[config.mk]
export PLATFORM = sky130hd
export DESIGN_NAME = uab_core
export DESIGN_NICKNAME = d
export VERILOG_FILES = /design/src/common/uab_pkg.sv /design/src/core/uab_core.sv
export SDC_FILE = /design/constraint.sdc
export NUM_CORES = 1
export LEC_CHECK = 0
export ABC_CLOCK_PERIOD_IN_PS = 2100
export BUFFER_PORTS_ARGS = -buffer_cell sky130_fd_sc_hd__buf_2
export CORE_MARGIN = 3
export CORE_UTILIZATION = 40
export DETAILED_ROUTE_END_ITERATION = 6
export PLACE_DENSITY = 0.76
export SLEW_MARGIN = 20
export SYNTH_ARGS = -nofsm -noshare
export SYNTH_HDL_FRONTEND = slang
export SYNTH_SLANG_ARGS = --single-unit
[constraint.sdc]
create_clock -name pclk -period 2.1 [get_ports pclk]
set_clock_uncertainty 0.05 [all_clocks]
set_input_delay 0.105 -clock pclk [delete_from_list [all_inputs] [get_ports pclk]]
set_output_delay 0.105 -clock pclk [all_outputs]
set_load 0.05 [all_outputs]
[src/common/uab_pkg.sv]
/*
 * Package for the serial address match and baud rate block: register map,
 * field positions, reset values, timing counts and the frame carrier struct.
 * Assumes a single 200 MHz bus clock and an APB master with 32-bit data.
 */
`default_nettype none

package uab_pkg;
	// ---------------------------------------------------------------
	// Register map (byte addresses)
	// ---------------------------------------------------------------
	localparam logic [11:0] AUX_CTRL_ADDR   = 12'h08e << 2;
	localparam logic [11:0] BAUD_RELOAD_ADDR = 12'h09c << 2;
	localparam logic [11:0] SLAVE_ADDR_ADDR = 12'h400;
	localparam logic [11:0] SLAVE_MASK_ADDR = 12'h404;
	localparam logic [11:0] UART_CTRL_ADDR  = 12'h408;
	localparam logic [11:0] STATUS_ADDR     = 12'h40c;
	localparam logic [11:0] IRQ_MASK_ADDR   = 12'h410;
	localparam logic [11:0] RX_DATA_ADDR    = 12'h414;
	// ---------------------------------------------------------------
	// Field positions
	// ---------------------------------------------------------------
	localparam int AUX_SRC_BIT    = 0;
	localparam int AUX_BRT_RUN    = 4;
	localparam int AUX_FAST_SHIFT = 5;
	localparam int CTL_MODE_LO    = 0;
	localparam int CTL_FILTER     = 2;
	localparam int CTL_DOUBLER    = 3;
	localparam int ST_RX_FLAG     = 0;
	localparam int ST_MATCH       = 1;
	localparam int ST_DROPPED     = 2;
	// ---------------------------------------------------------------
	// Reset values and dividers
	// ---------------------------------------------------------------
	localparam logic [7:0] AUX_RESET    = 8'h00;
	localparam logic [7:0] RELOAD_RESET = 8'h00;
	localparam logic [7:0] SLAVE_ADDRESS_REG_RESET  = 8'h00;
	localparam logic [7:0] SMASK_RESET  = 8'h00;
	localparam logic [7:0] CTRL_RESET   = 8'h00;
	localparam logic [6:0] DIV_SHIFT_SLOW = 7'd12;
	localparam logic [6:0] DIV_SHIFT_FAST = 7'd2;
	localparam logic [6:0] DIV_M2_SLOW    = 7'd64;
	localparam logic [6:0] DIV_M2_FAST    = 7'd32;
	localparam logic [5:0] OVF_PER_BIT    = 6'd32;

	typedef enum logic [1:0] {
		UAB_MODE_SHIFT,
		UAB_MODE_8BIT,
		UAB_MODE_9BIT_FIXED,
		UAB_MODE_9BIT_VAR
	} uab_mode_t;

	// Completed frame from the receive shifter
	typedef struct packed {
		logic       done;
		logic [7:0] data;
		logic       ninth;
		logic       stop_ok;
	} uab_frame_t;
endpackage : uab_pkg

`default_nettype wire

[src/core/uab_core.sv]
/*
 * Address recognition and baud rate selection for a serial port, with an
 * APB register slave and a level interrupt.
 * Assumes the frame shifter delivers one-cycle frame pulses and that the
 * timer 1 overflow arrives as a one-cycle pulse on pclk.
 */
// Implementation choice: the APB slave port.
`default_nettype none

module uab_core (
	input  wire logic              pclk,
	input  wire logic              presetn,
	input  wire logic              psel,
	input  wire logic              penable,
	input  wire logic              pwrite,
	input  wire logic [11:0]       paddr,
	input  wire logic [31:0]       pwdata,
	output logic      [31:0]       prdata,
	output logic                   pready,
	output logic                   pslverr,
	input  wire logic              timer1_ovf,
	input  wire uab_pkg::uab_frame_t frame_in,
	output logic                   bit_tick,
	output logic                   receive_flag,
	output logic                   irq
);
	logic [7:0] aux_reg;
	logic [7:0] reload_reg;
	logic [7:0] slave_address_reg;
	logic [7:0] slave_address_mask;
	logic [7:0] ctrl_reg;
	logic [2:0] status_reg;
	logic [2:0] irq_mask_reg;
	logic [7:0] rx_data_reg;
	logic [7:0] brt_cnt_reg;
	logic       brt_ovf;
	logic [5:0] div_cnt_reg;
	logic [4:0] ovf_cnt_reg;
	logic       ovf_sel;
	logic       baud_doubler;
	logic       address_filter_enable;
	logic       fast_shift_mode;
	logic       baud_source_select;
	uab_pkg::uab_mode_t mode;
	logic       wr_en;
	logic       rd_en;
	logic       hit;
	logic       accept;
	logic [2:0] events;
	logic [6:0] since_tick_reg;
	logic       cfg_clean_reg;

	assign mode                  = uab_pkg::uab_mode_t'(ctrl_reg[uab_pkg::CTL_MODE_LO +: 2]);
	assign address_filter_enable = ctrl_reg[uab_pkg::CTL_FILTER];
	assign baud_doubler          = ctrl_reg[uab_pkg::CTL_DOUBLER];
	assign fast_shift_mode       = aux_reg[uab_pkg::AUX_FAST_SHIFT];
	assign baud_source_select    = aux_reg[uab_pkg::AUX_SRC_BIT];

	// ---------------------------------------------------------------
	// Address recognition
	// ---------------------------------------------------------------
	function automatic logic addr_match(input logic [7:0] rx, input logic [7:0] sa,
		input logic [7:0] sm);
		logic given;
		logic bcast;
		given = ((rx ^ (sa & sm)) & sm) == 8'h00;
		bcast = ((rx ^ (sa | sm)) & (sa | sm)) == 8'h00;
		return given | bcast;
	endfunction : addr_match

	assign hit = addr_match(frame_in.data, slave_address_reg, slave_address_mask);

	always_comb begin
		accept = 1'b1;
		if (address_filter_enable) begin
			case (mode)
				uab_pkg::UAB_MODE_8BIT:  accept = frame_in.stop_ok & hit;
				uab_pkg::UAB_MODE_9BIT_FIXED,
				uab_pkg::UAB_MODE_9BIT_VAR: accept = frame_in.ninth & hit;
				default: accept = 1'b1;
			endcase
		end
	end

	assign events = {frame_in.done & ~accept, frame_in.done & accept & hit,
		frame_in.done & accept};

	// ---------------------------------------------------------------
	// Baud generation
	// ---------------------------------------------------------------
	// Dedicated 8-bit reload timer, one count per clock
	always_ff @(posedge pclk or negedge presetn) begin
		if (!presetn) begin
			brt_cnt_reg <= 8'h00;
		end else if (!aux_reg[uab_pkg::AUX_BRT_RUN]) begin
			brt_cnt_reg <= reload_reg;
		end else if (brt_cnt_reg == 8'hff) begin
			brt_cnt_reg <= reload_reg;
		end else begin
			brt_cnt_reg <= brt_cnt_reg + 8'h01;
		end
	end
	assign brt_ovf = aux_reg[uab_pkg::AUX_BRT_RUN] && brt_cnt_reg == 8'hff;

	// Source bit clear: any timer 1 overflow counts, whatever mode made it; set: the reload timer overflow
	assign ovf_sel = baud_source_select ? brt_ovf : timer1_ovf;

	// Last count of the fixed divider; divisor 64 needs seven bits
	function automatic logic [5:0] fixed_last(input uab_pkg::uab_mode_t m, input logic fs,
		input logic dbl);
		logic [6:0] dv;
		if (m == uab_pkg::UAB_MODE_SHIFT) begin
			dv = fs ? uab_pkg::DIV_SHIFT_FAST : uab_pkg::DIV_SHIFT_SLOW;
		end else begin
			dv = dbl ? uab_pkg::DIV_M2_FAST : uab_pkg::DIV_M2_SLOW;
		end
		dv = dv - 7'd1;
		return dv[5:0];
	endfunction : fixed_last

	// Last overflow count of a bit; the doubler halves the count
	function automatic logic [4:0] ovf_last(input logic dbl);
		logic [5:0] n;
		n = (uab_pkg::OVF_PER_BIT >> dbl) - 6'd1;
		return n[4:0];
	endfunction : ovf_last

	always_ff @(posedge pclk or negedge presetn) begin
		if (!presetn) begin
			div_cnt_reg <= 6'd0;
		end else if (div_cnt_reg >= fixed_last(mode, fast_shift_mode, baud_doubler)) begin
			div_cnt_reg <= 6'd0;
		end else begin
			div_cnt_reg <= div_cnt_reg + 6'd1;
		end
	end

	// Doubler halves the overflow count per bit
	always_ff @(posedge pclk or negedge presetn) begin
		if (!presetn) begin
			ovf_cnt_reg <= 5'd0;
		end else if (ovf_sel) begin
			if (ovf_cnt_reg >= ovf_last(baud_doubler)) begin
				ovf_cnt_reg <= 5'd0;
			end else begin
				ovf_cnt_reg <= ovf_cnt_reg + 5'd1;
			end
		end
	end

	always_comb begin
		if (mode == uab_pkg::UAB_MODE_8BIT || mode == uab_pkg::UAB_MODE_9BIT_VAR) begin
			bit_tick = ovf_sel && ovf_cnt_reg == ovf_last(baud_doubler);
		end else begin
			bit_tick = div_cnt_reg == fixed_last(mode, fast_shift_mode, baud_doubler);
		end
	end

	// ---------------------------------------------------------------
	// APB slave
	// ---------------------------------------------------------------
	assign wr_en   = psel & penable & pwrite;
	assign rd_en   = psel & penable & ~pwrite;
	assign pready  = 1'b1;
	assign pslverr = 1'b0;

	always_ff @(posedge pclk or negedge presetn) begin
		if (!presetn) begin
			aux_reg            <= uab_pkg::AUX_RESET;
			reload_reg         <= uab_pkg::RELOAD_RESET;
			slave_address_reg  <= uab_pkg::SLAVE_ADDRESS_REG_RESET;
			slave_address_mask <= uab_pkg::SMASK_RESET;
			ctrl_reg           <= uab_pkg::CTRL_RESET;
			irq_mask_reg       <= 3'h0;
		end else if (wr_en) begin
			if (paddr == uab_pkg::AUX_CTRL_ADDR) begin
				aux_reg <= pwdata[7:0];
			end else if (paddr == uab_pkg::BAUD_RELOAD_ADDR) begin
				reload_reg <= pwdata[7:0];
			end else if (paddr == uab_pkg::SLAVE_ADDR_ADDR) begin
				slave_address_reg <= pwdata[7:0];
			end else if (paddr == uab_pkg::SLAVE_MASK_ADDR) begin
				slave_address_mask <= pwdata[7:0];
			end else if (paddr == uab_pkg::UART_CTRL_ADDR) begin
				ctrl_reg <= {4'h0, pwdata[3:0]};
			end else if (paddr == uab_pkg::IRQ_MASK_ADDR) begin
				irq_mask_reg <= pwdata[2:0];
			end
		end
	end

	// Read clears status, but a same-cycle event still sets
	always_ff @(posedge pclk or negedge presetn) begin
		if (!presetn) begin
			status_reg <= 3'h0;
		end else if (rd_en && paddr == uab_pkg::STATUS_ADDR) begin
			status_reg <= events;
		end else begin
			status_reg <= status_reg | events;
		end
	end

	always_ff @(posedge pclk or negedge presetn) begin
		if (!presetn) begin
			rx_data_reg <= 8'h00;
		end else if (events[uab_pkg::ST_RX_FLAG]) begin
			rx_data_reg <= frame_in.data;
		end
	end

	always_comb begin
		prdata = 32'h0;
		if (paddr == uab_pkg::AUX_CTRL_ADDR) begin
			prdata = {24'h0, aux_reg};
		end else if (paddr == uab_pkg::BAUD_RELOAD_ADDR) begin
			prdata = {24'h0, reload_reg};
		end else if (paddr == uab_pkg::SLAVE_ADDR_ADDR) begin
			prdata = {24'h0, slave_address_reg};
		end else if (paddr == uab_pkg::SLAVE_MASK_ADDR) begin
			prdata = {24'h0, slave_address_mask};
		end else if (paddr == uab_pkg::UART_CTRL_ADDR) begin
			prdata = {24'h0, ctrl_reg};
		end else if (paddr == uab_pkg::STATUS_ADDR) begin
			prdata = {29'h0, status_reg};
		end else if (paddr == uab_pkg::IRQ_MASK_ADDR) begin
			prdata = {29'h0, irq_mask_reg};
		end else if (paddr == uab_pkg::RX_DATA_ADDR) begin
			prdata = {24'h0, rx_data_reg};
		end
	end

	assign receive_flag = status_reg[uab_pkg::ST_RX_FLAG];
	assign irq          = |(status_reg & irq_mask_reg);

	// Cycles since the last bit tick, saturating; feeds the rate checks only
	always_ff @(posedge pclk or negedge presetn) begin
		if (!presetn) begin
			since_tick_reg <= 7'd0;
		end else if (bit_tick) begin
			since_tick_reg <= 7'd0;
		end else if (since_tick_reg != 7'h7f) begin
			since_tick_reg <= since_tick_reg + 7'd1;
		end
	end

	// Any write may move the rate, so it spoils the current tick window
	always_ff @(posedge pclk or negedge presetn) begin
		if (!presetn) begin
			cfg_clean_reg <= 1'b0;
		end else if (bit_tick) begin
			cfg_clean_reg <= ~wr_en;
		end else if (wr_en) begin
			cfg_clean_reg <= 1'b0;
		end
	end
endmodule : uab_core

`default_nettype wire

# Word-level counts from Yosys, hierarchy flattened

Index checks and enable logic that the tools add are counted.

$add $sub $neg: 6
Multipliers: 0
Divide/modulo/power cells: 0
Magnitude comparators: 2
Eq/ne operators: 14
Shifts and indexed selects: 1
Muxes and demuxes: 21
Bitwise gates (word level): 24
Reductions and logical operators: 15

Operators by type and width:

| kind                   | count |
|---|---|
| $mux W8                | 10 |
| $eq A12 B11 Y1 const B | 6 |
| $and A8 B8 Y8          | 3 |
| $eq A12 B10 Y1 const B | 2 |
| $mux W6                | 4 |
| $logic_not A8 Y1       | 2 |
| $xor A8 B8 Y8          | 2 |
| $sub A6 B1 Y6 const B  | 2 |
| $add A8 B1 Y8 const B  | 1 |
| $and A1 B1 Y1          | 8 |
| $eq A8 B8 Y1 const B   | 1 |
| $or A8 B8 Y8           | 1 |
| $not A1 Y1             | 7 |
| $reduce_and A7 Y1      | 1 |
| $add A6 B1 Y6 const B  | 1 |
| $eq A6 B6 Y1           | 1 |
| $ge A6 B6 Y1           | 1 |
| $reduce_and A6 Y1      | 1 |
| $shr A6 B1 Y5 const A  | 1 |
| $add A5 B1 Y5 const B  | 1 |
| $eq A5 B5 Y1           | 1 |
| $ge A5 B5 Y1           | 1 |
| $mux W5                | 1 |
| $reduce_and A5 Y1      | 1 |
| 18 further kinds       | 23 |

Register bits: 69
Latch bits: 0
RAM bits: 0
ROM bits: 0
Input bits: 61
Memories kept: 0

# Logic depth before layout (Yosys ltp)

Word-level depth: 12
Mapped depth: 12
Mapped depth without buffers: 11

# Worst setup path before layout

Ideal clock, no wire load.

Path kind: reg-to-output
Start: reg ctrl_reg[0]
End: out bit_tick
Data arrival time: 2823 ps
Required time: 1945 ps
Slack: -878 ps
Cell stages (with the launch flop): 9
Path buffers: 1
Path through: dfrtp_1 -> clkbuf_1 -> or3_1 -> ha_1 -> inv_1 -> xnor2_1 -> ha_1 -> nand4_1 -> o31ai_1

Longest elaborated chain between the ends: 6
Elaborated cells on any way between the ends: 9

Ends and longest elaborated chain:

| element                | line            | source |
|---|---|---|
| from (decl)            | uab_core.sv:31  | `logic [7:0] ctrl_reg;` |
| from (signal assigned) | uab_core.sv:173 | `ctrl_reg <= uab_pkg::CTRL_RESET;` |
| from (signal assigned) | uab_core.sv:185 | `ctrl_reg <= {4'h0, pwdata[3:0]};` |
| $logic_not A2 Y1       | uab_core.sv:112 | `if (m == uab_pkg::UAB_MODE_SHIFT) begin` |
| $mux W6                | uab_core.sv:112 |  |
| $mux W6                | uab_core.sv:152 | `if (mode == uab_pkg::UAB_MODE_8BIT \|\| mode == uab_pkg::UAB_MODE_9BIT_VAR) begin` |
| $sub A6 B1 Y6          | uab_core.sv:117 | `dv = dv - 7'd1;` |
| $eq A6 B6 Y1           | uab_core.sv:155 | `bit_tick = div_cnt_reg == fixed_last(mode, fast_shift_mode, baud_doubler);` |
| $mux W1 *              | uab_core.sv:152 |  |
| to (decl)              | uab_core.sv:23  | `output logic bit_tick,` |

Every way passes the cells marked *; elsewhere a longest branch is shown, timed or not. The select of a mux whose other input is x is not followed.

# Worst setup path in the final report

Start: reg ctrl_reg[1]
End: out bit_tick

The elaborated chain is that of the path after synthesis.

==> parameters.txt <==
Parameter                              Value

Outcome
  Status    finished, violations left
  Failing checks    negative setup slack

CTS
  Clock buffer count from CTS    9
  Clock tree from TritonCTS    built
  Deepest clock path buffer count    2
  Clock sink count    69
  Source-to-sink clock delay at the later pin of the worst-skew pair    0.35 ns
  H-tree depth    3
  Cell chosen for the clock root    sky130_fd_sc_hd__clkbuf_8
  Clock slew at the register clock pins of the worst setup and hold paths    0.08 ns

Synth
  EDFF count, synth    0
  Unique masters post-synth    61
  Number of warnings printed during yosys synthesis    0
  Number of cells produced by synthesis    404
  Primary FF master, synth    sky130_fd_sc_hd__dfrtp_1
  Syn avg cell area    10.4 um^2
  Post-synth design cell area    4200 um^2
  Share of synthesized registers carrying an async set or reset    100%
  Synthesized flop and latch total    69
  Portion of the post-synthesis area used by sequential elements    41.1%

Run
  Max capacitance violation total    0

Setup path
  Kind of critical path    reg2out
  Logic depth of the worst register-to-register path    10
  Path length in cells of the critical path    8
  Critical path data arrival time    2.24 ns
  Number of buffers and inverters on the critical path    2
  Kind of cell adding the most delay to the critical path    simple AND/OR/NAND/NOR gates
  CP startpoint kind    register
  Cell chain of the critical path    or3_1 > ha_2 > inv_2 > xnor2_1 > ha_1 > nand4_1 > o31ai_4 > buf_6
  Maximum fanout encountered on the critical timing path    2
  Slowest Stage Delay on Critical Path    0.40 ns
  Library cell contributing the largest single delay on the critical path    sky130_fd_sc_hd__dfrtp_1
  Required time of the critical path    1.95 ns
  Capturing element type of the critical path    primary output

Finish
  Non-filler cells in the finished layout    627
  Share of cells above drive strength 1    34.6%
  Number of antenna diodes    0
  Number of nets in the layout    560
  Synth-to-layout area growth    21.3%
  Layout filler cell count    898

Drt
  Pre-antenna DRT Iters    5
  Total DRC errors in the routed layout    0
  Count of vias placed by the detailed router    3,402
  Aggregate routed wire length    10,200 um
  Avg Vias per Cell    5.43
  Number of violations reported at the end of detailed-routing iteration 0    201
  Post-detailed-route count of antenna-violating nets    0
  Routed wire length per instance    16.3 um

Timing
  Headroom to the max-slew limit    61.8%
  Transition time of the tightest slew-check pin    0.572 ns
  Tcrit/Tclk final    114%
  Unrepaired setup endpoints after global routing    yes
  Worst slack on hold paths    0.00530 ns
  Highest achievable clock rate    417 MHz
  Final critical path time including I/O delays and setup    2.40 ns
  Min setup slack post-route    -0.299 ns
  Final hold vios    0
  Pins Over Slew Limit    0
  Finish-stage setup viols    1

Place
  Placement-stage worst setup slack    -0.131 ns
  Post-DP HPWL    7830 um
  RD Place Congestion    0.902
  Number of input and output port buffers inserted    47
  Placed cell count    597

Min path
  Type of the most critical hold path    in2reg
  Hold Path Depth    2

Power and ir drop
  Sequential share of power    49.3%
  Clk network pwr share    32.1%
  Combinational Power Share    18.6%
  IR drop worst, VDD    0.307 mV
  Internal power consumption    2020 uW
  Switching portion of total power    31.7%
  PD cells    579 nW/um^2
  Static power due to leakage    0.00241 uW
  Switching power    935 uW

Global routing
  Antenna violations before repair    0
  Pin count of the biggest net entering global routing    47
  Grt ovf    0
  Total routing resource utilization after global routing    17.9%
  Wire length of the first global-routing pass    16,500 um
  Vias in the first global route    3,406

Floorplanning
  Die Y-Extent    108 um
  Initial cell density of the core    42.0%
  Row count    36
  Die footprint    11,800 um^2
  Die W    108 um
  Floorplan core area    10000 um^2
  Top Ports    98
-- metrics by stage --
| stage | power (uW) | setup TNS (ns) | util (%) | area (um^2) |
|---|---|---|---|---|
| 6_report | 2950 | -0.299 | 50.9 | 5090 |
| 3_3_place_gp | 1960 | -0.260 | 46.9 | 4690 |
| 5_1_grt | 3110 | -0.928 | 50.9 | 5090 |
| 3_5_place_dp | 1980 | -0.415 | 46.9 | 4690 |
| 2_1_floorplan | 1850 | -0.822 | - | 4330 |
| 4_1_cts | 2950 | -0.322 | 50.0 | 5000 |
-- worst register-to-register path: cells and delay by family, from the launching register on --
family	cells	cell delay (ns)
adder cells (fa/ha/maj)	2	0.44
flip-flops	1	0.40
AND/OR/NAND/NOR	6	0.96
buffers and inverters	1	0.05
XOR/XNOR	1	0.11
-- layout make-up --
class / instances / area [um^2] / area share (%)
inverters: 12 / 45.0 / 0.884
multi-input cells: 311 / 2380 / 46.8
well taps: 133 / 166 / 3.27
flip-flops and latches: 69 / 1730 / 33.9
clock inverters: 6 / 38.8 / 0.761
repair buffers: 86 / 607 / 11.9
clock buffers: 10 / 128 / 2.51
-- cell families (layout without fill, tap and decap cells) --
logic type                 after synthesis  count (layout)  synth area share [%]
AOI/OAI and AO/OA                       78              78                  12.9
adders and majority gates               10              10                  2.98
other                                    2              26                 0.179
buffers and inverters                   48             114                  6.86
and+or+nand+nor                        125             125                  17.8
DFF                                     69              69                  41.1
muxes                                   52              52                  13.9
xor gates and xnor gates                20              20                  4.17
-- cell usage after synthesis (all sizes together), types with 3 or more instances --
| cell type | instances | area [um^2] |
|---|---|---|
| nor4 | 9 | 105 |
| clkbuf | 6 | 22.5 |
| o22ai | 3 | 18.8 |
| nand2 | 33 | 124 |
| inv | 12 | 45.0 |
| a22o | 3 | 26.3 |
| or2 | 5 | 31.3 |
| mux2 | 49 | 556 |
| xor2 | 13 | 114 |
| nand4 | 4 | 25.0 |
| a21oi | 7 | 35.0 |
| nand3 | 12 | 60.1 |
| dfrtp | 69 | 1730 |
| o21bai | 8 | 63.8 |
| o21ai | 27 | 135 |
| nor2 | 24 | 111 |
| nor3b | 4 | 30.0 |
| and3 | 4 | 25.0 |
| nor3 | 6 | 57.6 |
| buf | 30 | 220 |
| or3 | 4 | 30.0 |
| a22oi | 8 | 60.1 |
| a222oi | 3 | 30.0 |
| xnor2 | 7 | 61.3 |
| a221o | 3 | 30.0 |
| nand2b | 7 | 43.8 |
| ha | 10 | 125 |
| mux2i | 3 | 30.0 |
| nor2b | 4 | 25.0 |
-- repair_timing --
item	4_1_cts	5_1_grt
pin swaps	6	12
endpoints found under the setup margin	9	12
buffers inserted	0	3
cloned	0	0
hold buffers	12	0
resized for setup	8	17
hold endpoints to repair	42	0
-- cell usage in the layout (no fill, tap or decap), drive strengths merged, types with 2 or more instances in the layout --
| cell type | Yosys | layout |
|---|---|---|
| a21o | 2 | 2 |
| a21oi | 7 | 7 |
| a221o | 3 | 3 |
| a221oi | 2 | 2 |
| a222oi | 3 | 3 |
| a22o | 3 | 3 |
| a22oi | 8 | 8 |
| a2bb2oi | 2 | 2 |
| and2 | 2 | 2 |
| and3 | 4 | 4 |
| and4 | 2 | 2 |
| buf | 30 | 74 |
| clkbuf | 6 | 10 |
| clkinv | 0 | 3 |
| clkinvlp | 0 | 2 |
| conb | 2 | 26 |
| dfrtp | 69 | 69 |
| dlygate4sd3 | 0 | 12 |
| ha | 10 | 10 |
| inv | 12 | 13 |
| mux2 | 49 | 49 |
| mux2i | 3 | 3 |
| nand2 | 33 | 33 |
| nand2b | 7 | 7 |
| nand3 | 12 | 12 |
| nand4 | 4 | 4 |
| nor2 | 24 | 24 |
| nor2b | 4 | 4 |
| nor3 | 6 | 6 |
| nor3b | 4 | 4 |
| nor4 | 9 | 9 |
| o2111ai | 2 | 2 |
| o21ai | 27 | 27 |
| o21bai | 8 | 8 |
| o22ai | 3 | 3 |
| o31ai | 2 | 2 |
| or2 | 5 | 5 |
| or3 | 4 | 4 |
| xnor2 | 7 | 7 |
| xor2 | 13 | 13 |
-- power by group through the flow --
stage               clock network (uW)  registers, uW  logic (uW)
finish                             947           1450         549
global route                      1040           1460         608
CTS                                968           1450         529
detailed placement                   0           1480         505
global placement                     0           1470         487
floorplan                            0           1460         393
-- per-layer routing --
layer / vias up / part of all wire [%] / global-route usage [%]
met5: - / 0 / 0
li1: 1588 / - / -
met4: 0 / 2.6 / 7.03
met1: 1678 / 43 / 23.2
met3: 24 / 4.8 / 3.10
met2: 112 / 49 / 29.9
-- final timing paths --
check                                 start              end  slack (ns)
worst max-delay path            ctrl_reg[1]         bit_tick       -0.30
worst min-delay path            frame_in[3]   rx_data_reg[1]       0.005
worst max register to register  ctrl_reg[1]   div_cnt_reg[4]        0.02
worst min register to register   aux_reg[3]       aux_reg[3]        0.46
max in group asynchronous           presetn  irq_mask_reg[0]        1.12
min in group asynchronous           presetn    reload_reg[7]        0.24
No activity file was read; power rests on OpenSTA's default activity.
